**src/logic/flash_spm_pkg.sv**
```systemverilog
// Constants and carrier types for the flash self-programming control block.
// Assumes a core-side register port at I/O offset 0x37 and a flash macro with busy handshake.
package flash_spm_pkg;

    localparam logic [5:0] SPC_ADDR          = 6'h37;
    localparam logic [7:0] SPC_RESET         = 8'h00;
    localparam int         BIT_APP_BUSY      = 6;
    localparam int         BIT_APP_READ      = 4;
    localparam int         BIT_LOCK_SET      = 3;
    localparam int         BIT_PAGE_WRITE    = 2;
    localparam int         BIT_PAGE_ERASE    = 1;
    localparam int         BIT_STORE_ENABLE  = 0;
    localparam logic [4:0] CMD_FILL          = 5'h01;
    localparam logic [4:0] CMD_ERASE         = 5'h03;
    localparam logic [4:0] CMD_WRITE         = 5'h05;
    localparam logic [4:0] CMD_LOCK          = 5'h09;
    localparam logic [4:0] CMD_APP_READ      = 5'h11;
    localparam int         STORE_WINDOW_CYC  = 4;
    localparam int         LOAD_WINDOW_CYC   = 5;
    localparam int         PAGE_MSB          = 14;
    localparam int         PAGE_LSB          = 7;
    localparam int         WORD_MSB          = 6;
    localparam int         WORD_LSB          = 1;
    localparam int         LOCK_MSB          = 5;
    localparam int         LOCK_LSB          = 2;
    localparam logic [15:0] SEL_FUSE_LOW     = 16'h0000;
    localparam logic [15:0] SEL_LOCK         = 16'h0001;
    localparam logic [15:0] SEL_FUSE_HIGH    = 16'h0003;

    typedef enum logic [1:0] {
        OP_IDLE  = 2'b00,
        OP_ARMED = 2'b01,
        OP_BUSY  = 2'b11
    } op_state_e;

    // Core-side register access
    typedef struct packed {
        logic       wr;
        logic       rd;
        logic [5:0] addr;
        logic [7:0] wdata;
    } io_req_s;

    // Store or load from the core
    typedef struct packed {
        logic        store;
        logic        load;
        logic [15:0] z;
        logic [15:0] r1r0;
    } spm_req_s;

    // Request to the flash array
    typedef struct packed {
        logic        erase;
        logic        write;
        logic        lock;
        logic [7:0]  page;
        logic [3:0]  lock_data;
    } flash_cmd_s;

endpackage

```
**src/logic/spm_page_buffer.sv**
```systemverilog
// Temporary page buffer in flip-flops, one word per slot.
// Assumes writes and reads on one clock; cleared by the owner after a page write.
`timescale 1ns/1ps
`default_nettype none
module spm_page_buffer #(
    parameter int WORDS = 64,
    parameter int AW    = 6
) (
    // Clock and reset
    input  wire logic          clk_sys,
    input  wire logic          sys_rst,
    // Fill side
    input  wire logic          wr_en,
    input  wire logic [AW-1:0] wr_idx,
    input  wire logic [15:0]   wr_data,
    input  wire logic          clear,
    // Drain side
    input  wire logic [AW-1:0] rd_idx,
    output logic      [15:0]   rd_data
);
    logic [15:0] mem [WORDS];

    // Refuse a depth that the index cannot address exactly
    if (WORDS != (1 << AW)) begin : g_bad_size
        $error("spm_page_buffer: WORDS must equal 2**AW");
    end

    always_ff @(posedge clk_sys) begin
        for (int i = 0; i < WORDS; i++) begin
            if (sys_rst || clear) begin
                mem[i] <= 16'hFFFF;
            end else if (wr_en && wr_idx == AW'(i)) begin
                mem[i] <= wr_data;
            end
        end
    end

    always_ff @(posedge clk_sys) begin
        rd_data <= mem[rd_idx];
    end
endmodule
`default_nettype wire

```
**src/logic/flash_self_program_control.sv**
```systemverilog
// Self-programming control: control register, timed arming, command decode, page buffer and core stall.
// Assumes the core presents store/load requests as one-cycle pulses and the flash reports busy while working.
// Functional notes
// R1: EEPROM write blocks all flash programming; code only refuses arming, an armed store still launches
// R2: EEPROM write blocks fuse and lock reads
// R3: Software checks EEPROM busy before control write
// R4: Page from Z14:Z7, word from Z6:Z1
// R5: Software zeroes word select for page write
// R6: Z0 zero for stores; load byte select
// R7: Lock set ignores pointer entirely
// R8: Software uses same page for erase/write
// R9: Bits 7 and 5 read zero
// R10: Application busy bit always reads zero
// R11: Software re-enables application read timely
// R12: Lock set: store programs, load reads
// R13: Lock set clears on completion or timeout
// R14: Page write copies buffer to page
// R15: Page write bit clears on done/timeout
// R16: Page erase erases addressed page
// R17: Page erase bit clears on done/timeout
// R18: Core stalled during erase and write
// R19: Store enable alone fills buffer word
// R20: Store enable timeout; busy during operation
// R21: Only listed command codes take effect
// R22: Reset does not abort flash write
// R23: Lock data from R0 bits 5..2
// R24: Pointer selects lock, fuse low, high
// R25: Control writes ignored while operation runs
`timescale 1ns/1ps
`default_nettype none
module flash_self_program_control
    import flash_spm_pkg::*;
#(
    parameter int BUF_WORDS = 64,
    parameter int BUF_AW    = 6
) (
    // Clock and reset
    input  wire logic                       clk_sys,
    input  wire logic                       sys_rst,
    // Control register port
    input  wire flash_spm_pkg::io_req_s     io_req,
    output logic                [7:0]       io_rdata,
    // Store and load requests
    input  wire flash_spm_pkg::spm_req_s    spm_req,
    output logic                            load_valid,
    output logic                [7:0]       load_data,
    output logic                            core_stall,
    // EEPROM status
    input  wire logic                       eeprom_write_busy,
    // Lock and fuse values, zero means programmed
    input  wire logic           [7:0]       lock_bits,
    input  wire logic           [7:0]       fuse_low,
    input  wire logic           [7:0]       fuse_high,
    // Flash array
    output flash_spm_pkg::flash_cmd_s       flash_cmd,
    output logic                            flash_start,
    output logic                [BUF_AW-1:0] flash_word_idx,
    output logic                [15:0]      flash_word_data,
    input  wire logic                       flash_busy,
    output logic                            app_read_enable
);
    import flash_spm_pkg::*;

    localparam logic [2:0] STORE_LAST = 3'(STORE_WINDOW_CYC - 1);
    localparam logic [2:0] LOAD_LAST  = 3'(LOAD_WINDOW_CYC - 1);

    // Refuse sizes that the pointer fields and the age counter cannot serve
    if (BUF_AW != WORD_MSB - WORD_LSB + 1) begin : g_bad_aw
        $error("flash_self_program_control: BUF_AW must match pointer word field");
    end

    if (BUF_WORDS != (1 << BUF_AW)) begin : g_bad_words
        $error("flash_self_program_control: BUF_WORDS must equal 2**BUF_AW");
    end

    if (LOAD_WINDOW_CYC > 8 || STORE_WINDOW_CYC > LOAD_WINDOW_CYC) begin : g_bad_window
        $error("flash_self_program_control: arming windows do not fit the age counter");
    end

    op_state_e   state;
    logic [4:0]  ctrl;
    logic [2:0]  age;
    logic        rst_seen;
    logic        busy_seen;
    logic        buf_clear;
    logic        buf_wr;
    logic [15:0] buf_rdata;
    logic [BUF_AW-1:0] rd_idx;
    logic [BUF_AW-1:0] idx_q;
    logic        buf_rst;

    // EEPROM busy comes from the same clock domain; no synchroniser
    logic ee_block;
    assign ee_block = eeprom_write_busy;

    logic store_ok;
    logic load_ok;
    logic is_cmd;
    assign store_ok = (state == OP_ARMED) && spm_req.store && (age <= STORE_LAST);
    // R12: lock-set load window
    assign load_ok  = (state == OP_ARMED) && spm_req.load && (ctrl == CMD_LOCK) && (age <= LOAD_LAST);
    assign is_cmd   = (io_req.wdata[4:0] == CMD_FILL) || (io_req.wdata[4:0] == CMD_ERASE) ||
                      (io_req.wdata[4:0] == CMD_WRITE) || (io_req.wdata[4:0] == CMD_LOCK) ||
                      (io_req.wdata[4:0] == CMD_APP_READ);

    // Control register, arming window and operation state
    always_ff @(posedge clk_sys) begin
        if (sys_rst && state != OP_BUSY) begin
            state <= OP_IDLE;
            ctrl  <= SPC_RESET[4:0];
            age   <= 3'h0;
        end else begin
            case (state)
                OP_IDLE: begin
                    // R21: accepted codes only
                    // R1: EEPROM blocks arming
                    if (io_req.wr && io_req.addr == SPC_ADDR && is_cmd && !ee_block) begin
                        state <= OP_ARMED;
                        ctrl  <= io_req.wdata[4:0];
                        age   <= 3'h0;
                    end
                end
                OP_ARMED: begin
                    age <= age + 3'h1;
                    // R16: erase launch
                    // R14: write launch
                    if (store_ok && (ctrl == CMD_ERASE || ctrl == CMD_WRITE)) begin
                        state <= OP_BUSY;
                    // R13: clear after store or load
                    // R19: fill completes in one cycle
                    end else if (store_ok || load_ok) begin
                        state <= OP_IDLE;
                        ctrl  <= 5'h00;
                    // R13: load window for lock set
                    end else if (ctrl == CMD_LOCK ? age >= LOAD_LAST : age >= STORE_LAST) begin
                        // R15: timeout clears command
                        // R17: timeout clears command
                        // R20: store enable timeout
                        state <= OP_IDLE;
                        ctrl  <= 5'h00;
                    end
                end
                OP_BUSY: begin
                    // R25: control writes ignored here
                    // R22: finish even under reset
                    if (busy_seen && !flash_busy) begin
                        state <= OP_IDLE;
                        ctrl  <= 5'h00;
                    end
                end
                default: begin
                    state <= OP_IDLE;
                    ctrl  <= 5'h00;
                end
            endcase
        end
    end

    // Flash busy acknowledged once the operation has started
    always_ff @(posedge clk_sys) begin
        if (state != OP_BUSY) begin
            busy_seen <= 1'b0;
        end else if (flash_busy) begin
            busy_seen <= 1'b1;
        end
    end

    // Reset is registered one cycle for the register view
    always_ff @(posedge clk_sys) begin
        rst_seen <= sys_rst;
    end

    // Launch of erase, write and lock programming
    always_ff @(posedge clk_sys) begin
        if (sys_rst && state != OP_BUSY) begin
            flash_start <= 1'b0;
            flash_cmd   <= '0;
        end else begin
            flash_start <= 1'b0;
            if (store_ok && ctrl != CMD_FILL && ctrl != CMD_APP_READ) begin
                flash_start         <= 1'b1;
                flash_cmd.erase     <= (ctrl == CMD_ERASE);
                flash_cmd.write     <= (ctrl == CMD_WRITE);
                flash_cmd.lock      <= (ctrl == CMD_LOCK);
                // R4: page from pointer, Z15 ignored
                // R7: lock set leaves page alone
                if (ctrl != CMD_LOCK) begin
                    flash_cmd.page <= spm_req.z[PAGE_MSB:PAGE_LSB];
                end
                // R23: lock data from R0
                flash_cmd.lock_data <= spm_req.r1r0[LOCK_MSB:LOCK_LSB];
            end
        end
    end

    // R18: stall during erase and write
    always_ff @(posedge clk_sys) begin
        if (sys_rst && state != OP_BUSY) begin
            core_stall <= 1'b0;
        end else begin
            core_stall <= (state == OP_BUSY && !(busy_seen && !flash_busy)) ||
                          (store_ok && (ctrl == CMD_ERASE || ctrl == CMD_WRITE));
        end
    end

    // R11: application read re-enable
    always_ff @(posedge clk_sys) begin
        if (sys_rst) begin
            app_read_enable <= 1'b1;
        end else if (store_ok && ctrl == CMD_ERASE) begin
            app_read_enable <= 1'b0;
        end else if (store_ok && ctrl == CMD_APP_READ) begin
            app_read_enable <= 1'b1;
        end
    end

    // R19: fill word, pointer LSB ignored
    // R6: Z0 not used for stores
    assign buf_wr    = store_ok && ctrl == CMD_FILL;
    assign buf_clear = (state == OP_BUSY) && flash_cmd.write && busy_seen && !flash_busy;
    // R22: buffer keeps its words through reset during an operation
    assign buf_rst   = sys_rst && state != OP_BUSY;

    // Word stream to the flash array during page write
    always_ff @(posedge clk_sys) begin
        if (sys_rst && state != OP_BUSY) begin
            rd_idx <= '0;
        end else if (state != OP_BUSY) begin
            // R5: page write assumes word select zero
            rd_idx <= '0;
        end else if (flash_busy && flash_cmd.write) begin
            rd_idx <= rd_idx + BUF_AW'(1);
        end
    end

    spm_page_buffer #(
        .WORDS (BUF_WORDS),
        .AW    (BUF_AW)
    ) u_buffer (
        .clk_sys (clk_sys),
        .sys_rst (buf_rst),
        .wr_en   (buf_wr),
        .wr_idx  (spm_req.z[WORD_MSB:WORD_LSB]),
        .wr_data (spm_req.r1r0),
        .clear   (buf_clear),
        .rd_idx  (rd_idx),
        .rd_data (buf_rdata)
    );

    // R22: stream keeps running through reset
    always_ff @(posedge clk_sys) begin
        if (sys_rst && state != OP_BUSY) begin
            idx_q           <= '0;
            flash_word_idx  <= '0;
            flash_word_data <= 16'hFFFF;
        end else begin
            // R14: index delayed twice to pair with the registered read
            idx_q           <= rd_idx;
            flash_word_idx  <= idx_q;
            flash_word_data <= buf_rdata;
        end
    end

    // R24: lock and fuse read select
    // R2: EEPROM write blocks these reads
    always_ff @(posedge clk_sys) begin
        if (sys_rst) begin
            load_valid <= 1'b0;
            load_data  <= 8'h00;
        end else begin
            load_valid <= 1'b0;
            if (load_ok && !ee_block) begin
                load_valid <= 1'b1;
                if (spm_req.z == SEL_LOCK) begin
                    load_data <= lock_bits;
                end else if (spm_req.z == SEL_FUSE_HIGH) begin
                    load_data <= fuse_high;
                end else if (spm_req.z == SEL_FUSE_LOW) begin
                    load_data <= fuse_low;
                end else begin
                    // Unknown select reads back all ones
                    load_data <= 8'hFF;
                end
            end
        end
    end

    // R9: reserved bits read zero
    // R10: busy bit reads zero
    // R20: store enable high while busy
    always_ff @(posedge clk_sys) begin
        if (sys_rst && !rst_seen && state != OP_BUSY) begin
            io_rdata <= SPC_RESET;
        end else if (io_req.rd && io_req.addr == SPC_ADDR) begin
            // Armed or busy command shows in the low bits
            io_rdata <= {3'b000, (state == OP_IDLE) ? 5'h00 : ctrl};
        end else begin
            io_rdata <= 8'h00;
        end
    end

endmodule
`default_nettype wire

```
**config.mk**
```make
export PLATFORM = sky130hd
export DESIGN_NAME = flash_self_program_control
export DESIGN_NICKNAME = d
export VERILOG_FILES = /design/src/logic/flash_spm_pkg.sv /design/src/logic/spm_page_buffer.sv /design/src/logic/flash_self_program_control.sv
export SDC_FILE = /design/constraint.sdc
export NUM_CORES = 2
export LEC_CHECK = 0
export ABC_CLOCK_PERIOD_IN_PS = 3700
export BUFFER_PORTS_ARGS = -buffer_cell sky130_fd_sc_hd__buf_2
export CAP_MARGIN = 40
export CELL_PAD_IN_SITES_DETAIL_PLACEMENT = 0
export CELL_PAD_IN_SITES_GLOBAL_PLACEMENT = 1
export CORE_UTILIZATION = 31
export CTS_BUF_LIST = sky130_fd_sc_hd__clkbuf_8
export CTS_CLUSTER_SIZE = 30
export DETAILED_ROUTE_END_ITERATION = 10
export HOLD_SLACK_MARGIN = 0.08
export PLACE_DENSITY = 0.64
export SYNTH_ARGS = -nofsm -noshare
export SYNTH_HDL_FRONTEND = slang
export SYNTH_SLANG_ARGS = --single-unit
```
**constraint.sdc**
```tcl
create_clock -name clk_sys -period 3.7 [get_ports clk_sys]
set_input_delay 0.555 -clock clk_sys [delete_from_list [all_inputs] [get_ports clk_sys]]
set_output_delay 0.555 -clock clk_sys [all_outputs]
set_load 0.05 [all_outputs]
```
==> out/qor.csv <==
stage;metric;value;unit
synthesis;Seq/Total Area, Yosys;0.646;
placement;half-perimeter wire length after placement;91000;um
status;status;complete, no violations;
timing;timing-limited maximum frequency;315;MHz
route;count of antenna-violating nets left after detailed routing;0;
grt;via count of the first global-routing pass;31900;
route;first-pass iteration count of the detailed router;6;
final_layout;# nets final;3774;
critical_path;Crit. End Element;flop;
clocking;total number of H-tree levels;4;
timing;setup repair after global routing missed its margin;no;
synthesis;number of unique standard cell types used by synthesis;64;
placement;gpl congestion;0.814;
final_layout;fillcell total;15400;
synthesis;post-synthesis cell count;3524;
timing;worst slew pin tran;1.15;ns
critical_path;crit-path leading delay family;simple AND/OR/NAND/NOR gates;
final_layout;Synth-to-Final Area Change;16.2;%
die;Die Wd;406;um
critical_path;Worst path max stage delay;0.47;ns
grt;first-pass GRT wire length;227000;um
synthesis;number of flip-flops and latches in the synthesized netlist;1118;
synthesis;count of yosys warnings during synthesis;0;
critical_path;CP Max Fanout;28;
clocking;Reg clk slew, reported paths;0.06;ns
synthesis;number of synthesized flops with an enable pin;1024;
pwr;worst vdd rail ir drop;368;uV
die;core area;161000;um2
die;floorplan die area;165000;um2
critical_path;critical path required time;4.31;ns
die;I/O pin total;135;
clocking;CTS sink count;1118;
clocking;clock insertion delay at the later pin of the skew report;0.89;ns
synthesis;Primary FF master, synth;sky130_fd_sc_hd__edfxtp_1;
timing;post-layout minimum cycle time;3.17;ns
timing;worst-case clock skew;0.0390;ns
synthesis;Avg Cell Area, Syn;14.3;um2
critical_path;endpoint arrival time on the critical path;3.78;ns
route;aggregate routed wire length;157000;um
critical_path;cell with the biggest individual delay on the critical path;sky130_fd_sc_hd__nand3_4;
clocking;number of cells upsized or downsized after cts;0;
grt;largest net degree at the start of global routing;257;
route;DRC violations left;0;
clocking;TritonCTS clock tree;done;
critical_path;worst path cell trace;ha_1 -> ha_1 -> o21ai_0 -> nor3_1 -> buf_4 -> nand3_4 -> buf_4 -> or3_1;
die;Die Y;406;um
timing;final setup violation count;0;
route;routed via count divided by cell count;5.34;
die;number of rows created at floorplan;147;
synthesis;fraction of synthesis flops using an asynchronous set or reset pin;0;
synthesis;Netlist Area Pre-Place;50500;um2
critical_path;kind of critical path;flop to flop;
route;wire per inst;26.1;um
timing;Slew HR;0.235;
final_layout;area of the multi-input gates;16200;um2
clocking;cell chosen for the clock root;sky130_fd_sc_hd__clkbuf_8;
hold_path;type of the tightest min-delay check;input pin to flop;
grt;number of antenna violations at the first check in global routing;14;
clocking;number of buffers created by CTS;192;
timing;number of max-slew violations in the final report;0;
pwr;reported leakage power;14.5;nW
clocking;hold_buf cts;40;
critical_path;buffers and inverters on the worst path;2;
final_layout;share of cells above drive strength 1;0.231;
timing;Final TNS setup;0;ns
final_layout;post-route cell area;58700;um2
run;max cap viols;0;
pwr;pwr/cell area;427;nW/um2
timing;Tcrit/Tclk final;0.857;
placement;instance area after placement;54800;um2
die;effective utilization at floorplan;0.314;
route;vias after detailed routing;32100;
timing;Final Hold Viols;0;
final_layout;storage element area;32600;um2
placement;Port Buf Inserts;128;
critical_path;startpoint type of the worst setup path;flop;
route;number of violations reported at the end of detailed-routing iteration 0;3350;
clocking;maximum buffer depth of the clock tree;3;
clocking;Post-CTS Setup Inserts;0;
grt;all-layer global routing usage;0.189;
grt;leftover overflow at the end of global routing;0;
layer usage:
layer,wire [um],GRT usage,vias up
li1,-,-,14200
met1,68900,0.266,16600
met2,73800,0.300,1136
met3,10900,0.0294,210
met4,3620,0.0569,6
met5,41,0,-
logic make-up (layout without fill, tap and decap cells):
family                   after synthesis  after routing  share of synthesized area
adder cells (fa/ha/maj)                5              5                    0.00119
multiplexers                         385            385                      0.125
other                                  1             12                  0.0000742
XOR/XNOR                               6              6                    0.00104
flip-flops                          1118           1118                      0.646
AO/OA/AOI/OAI                        309            309                     0.0408
AND/OR/NAND/NOR                     1223           1223                      0.149
buffers and inverters                477            797                     0.0369
sequential cells by signal (all words and copies together) (netlist names):
name	flops
age	3
app_read_enable	1
busy_seen	1
core_stall	1
ctrl	5
flash_cmd	15
flash_start	1
flash_word_data	16
flash_word_idx	6
idx_q	6
io_rdata	5
load_data	8
load_valid	1
rd_idx	6
rst_seen	1
state	2
u_buffer.mem	1024
u_buffer.rd_data	16
synth_stat cells, types with 10 or more instances:
cell type,n,area (um2)
sky130_fd_sc_hd__o31ai_1,15,113
sky130_fd_sc_hd__nor2_1,42,158
sky130_fd_sc_hd__clkbuf_1,395,1480
sky130_fd_sc_hd__or3_1,1026,6420
sky130_fd_sc_hd__dfxtp_1,94,1880
sky130_fd_sc_hd__and2_1,16,100
sky130_fd_sc_hd__o21ai_0,77,385
sky130_fd_sc_hd__nand4_1,10,62.6
sky130_fd_sc_hd__nand2_1,25,93.8
sky130_fd_sc_hd__edfxtp_1,1024,30700
sky130_fd_sc_hd__and3_1,15,93.8
sky130_fd_sc_hd__inv_1,12,45.0
sky130_fd_sc_hd__a211o_1,17,149
sky130_fd_sc_hd__mux2_2,20,225
sky130_fd_sc_hd__nor2b_1,17,106
sky130_fd_sc_hd__o22ai_1,53,332
sky130_fd_sc_hd__a22oi_1,29,218
sky130_fd_sc_hd__a21oi_1,25,125
sky130_fd_sc_hd__mux2i_1,172,1720
sky130_fd_sc_hd__o221ai_1,17,149
sky130_fd_sc_hd__mux4_2,193,4350
sky130_fd_sc_hd__buf_2,42,210
sky130_fd_sc_hd__buf_1,22,82.6
sky130_fd_sc_hd__nand3_1,13,65.1
sky130_fd_sc_hd__o32ai_1,10,87.6
sky130_fd_sc_hd__a211oi_1,34,255
sky130_fd_sc_hd__nand2b_1,22,138
metrics by stage:
step / util / worst slack (ns) / total power (W) / instances / hold slack (ns)
global placement: 0.339 / 0.660 / 0.0149 / 5609 / 0.398
finish: 0.364 / 0.528 / 0.0251 / 6015 / 0.217
global route: 0.364 / 0.360 / 0.0259 / 6009 / 0.191
floorplan: - / 0.317 / 0.0144 / 3526 / 0.386
CTS: 0.364 / 0.534 / 0.0254 / 6006 / 0.121
detailed placement: 0.340 / 0.597 / 0.0149 / 5618 / 0.399
cells in the final DEF, fill, tap and decap left out, types with 20 or more instances in the layout:
master                          instances
sky130_fd_sc_hd__nand2_1               23
sky130_fd_sc_hd__or3_1               1026
sky130_fd_sc_hd__mux4_2               193
sky130_fd_sc_hd__o22ai_1               53
sky130_fd_sc_hd__clkinv_1              30
sky130_fd_sc_hd__buf_12                35
sky130_fd_sc_hd__o21ai_1               49
sky130_fd_sc_hd__a21oi_1               24
sky130_fd_sc_hd__edfxtp_1            1024
sky130_fd_sc_hd__nor2_1                41
sky130_fd_sc_hd__mux2_2                20
sky130_fd_sc_hd__dlygate4sd3_1         40
sky130_fd_sc_hd__a211oi_1              34
sky130_fd_sc_hd__nand2b_1              22
sky130_fd_sc_hd__dfxtp_1               90
sky130_fd_sc_hd__buf_2                128
sky130_fd_sc_hd__a22oi_1               29
sky130_fd_sc_hd__clkbuf_8             206
sky130_fd_sc_hd__mux2i_1              172
sky130_fd_sc_hd__buf_4                229
sky130_fd_sc_hd__inv_1                 95
worst paths after layout:
check,start,end,slack [ns],depth (start not counted)
worst max-delay path,age[0],u_buffer.mem[53][8],0.53,8
worst min-delay path,spm_req[2],u_buffer.mem[33][2],0.22,2
worst max register to register,age[0],u_buffer.mem[53][8],0.53,8
worst min register to register,u_buffer.rd_data[11],flash_word_data[11],0.41,1
area by class of cell:
class / count / share of cell area
Antenna cell: 9 / 0.000384
Clock buffer: 206 / 0.0483
Clock inverter: 142 / 0.0114
Tap cell: 2160 / 0.0460
Inverter: 12 / 0.000767
Timing Repair Buffer: 437 / 0.0609
Multi-Input combinational cell: 1931 / 0.276
Sequential cell: 1118 / 0.556
power by group:
part / internal (W) / leakage (nW) / total, W / switching, W
registers: 0.0137 / 7.70 / 0.0137 / 0.000000933
logic: 0.000206 / 4.69 / 0.000955 / 0.000749
clock network: 0.00525 / 2.09 / 0.0104 / 0.00516
total: 0.0192 / 14.5 / 0.0251 / 0.00591
No activity file was read; power rests on OpenSTA's default activity.
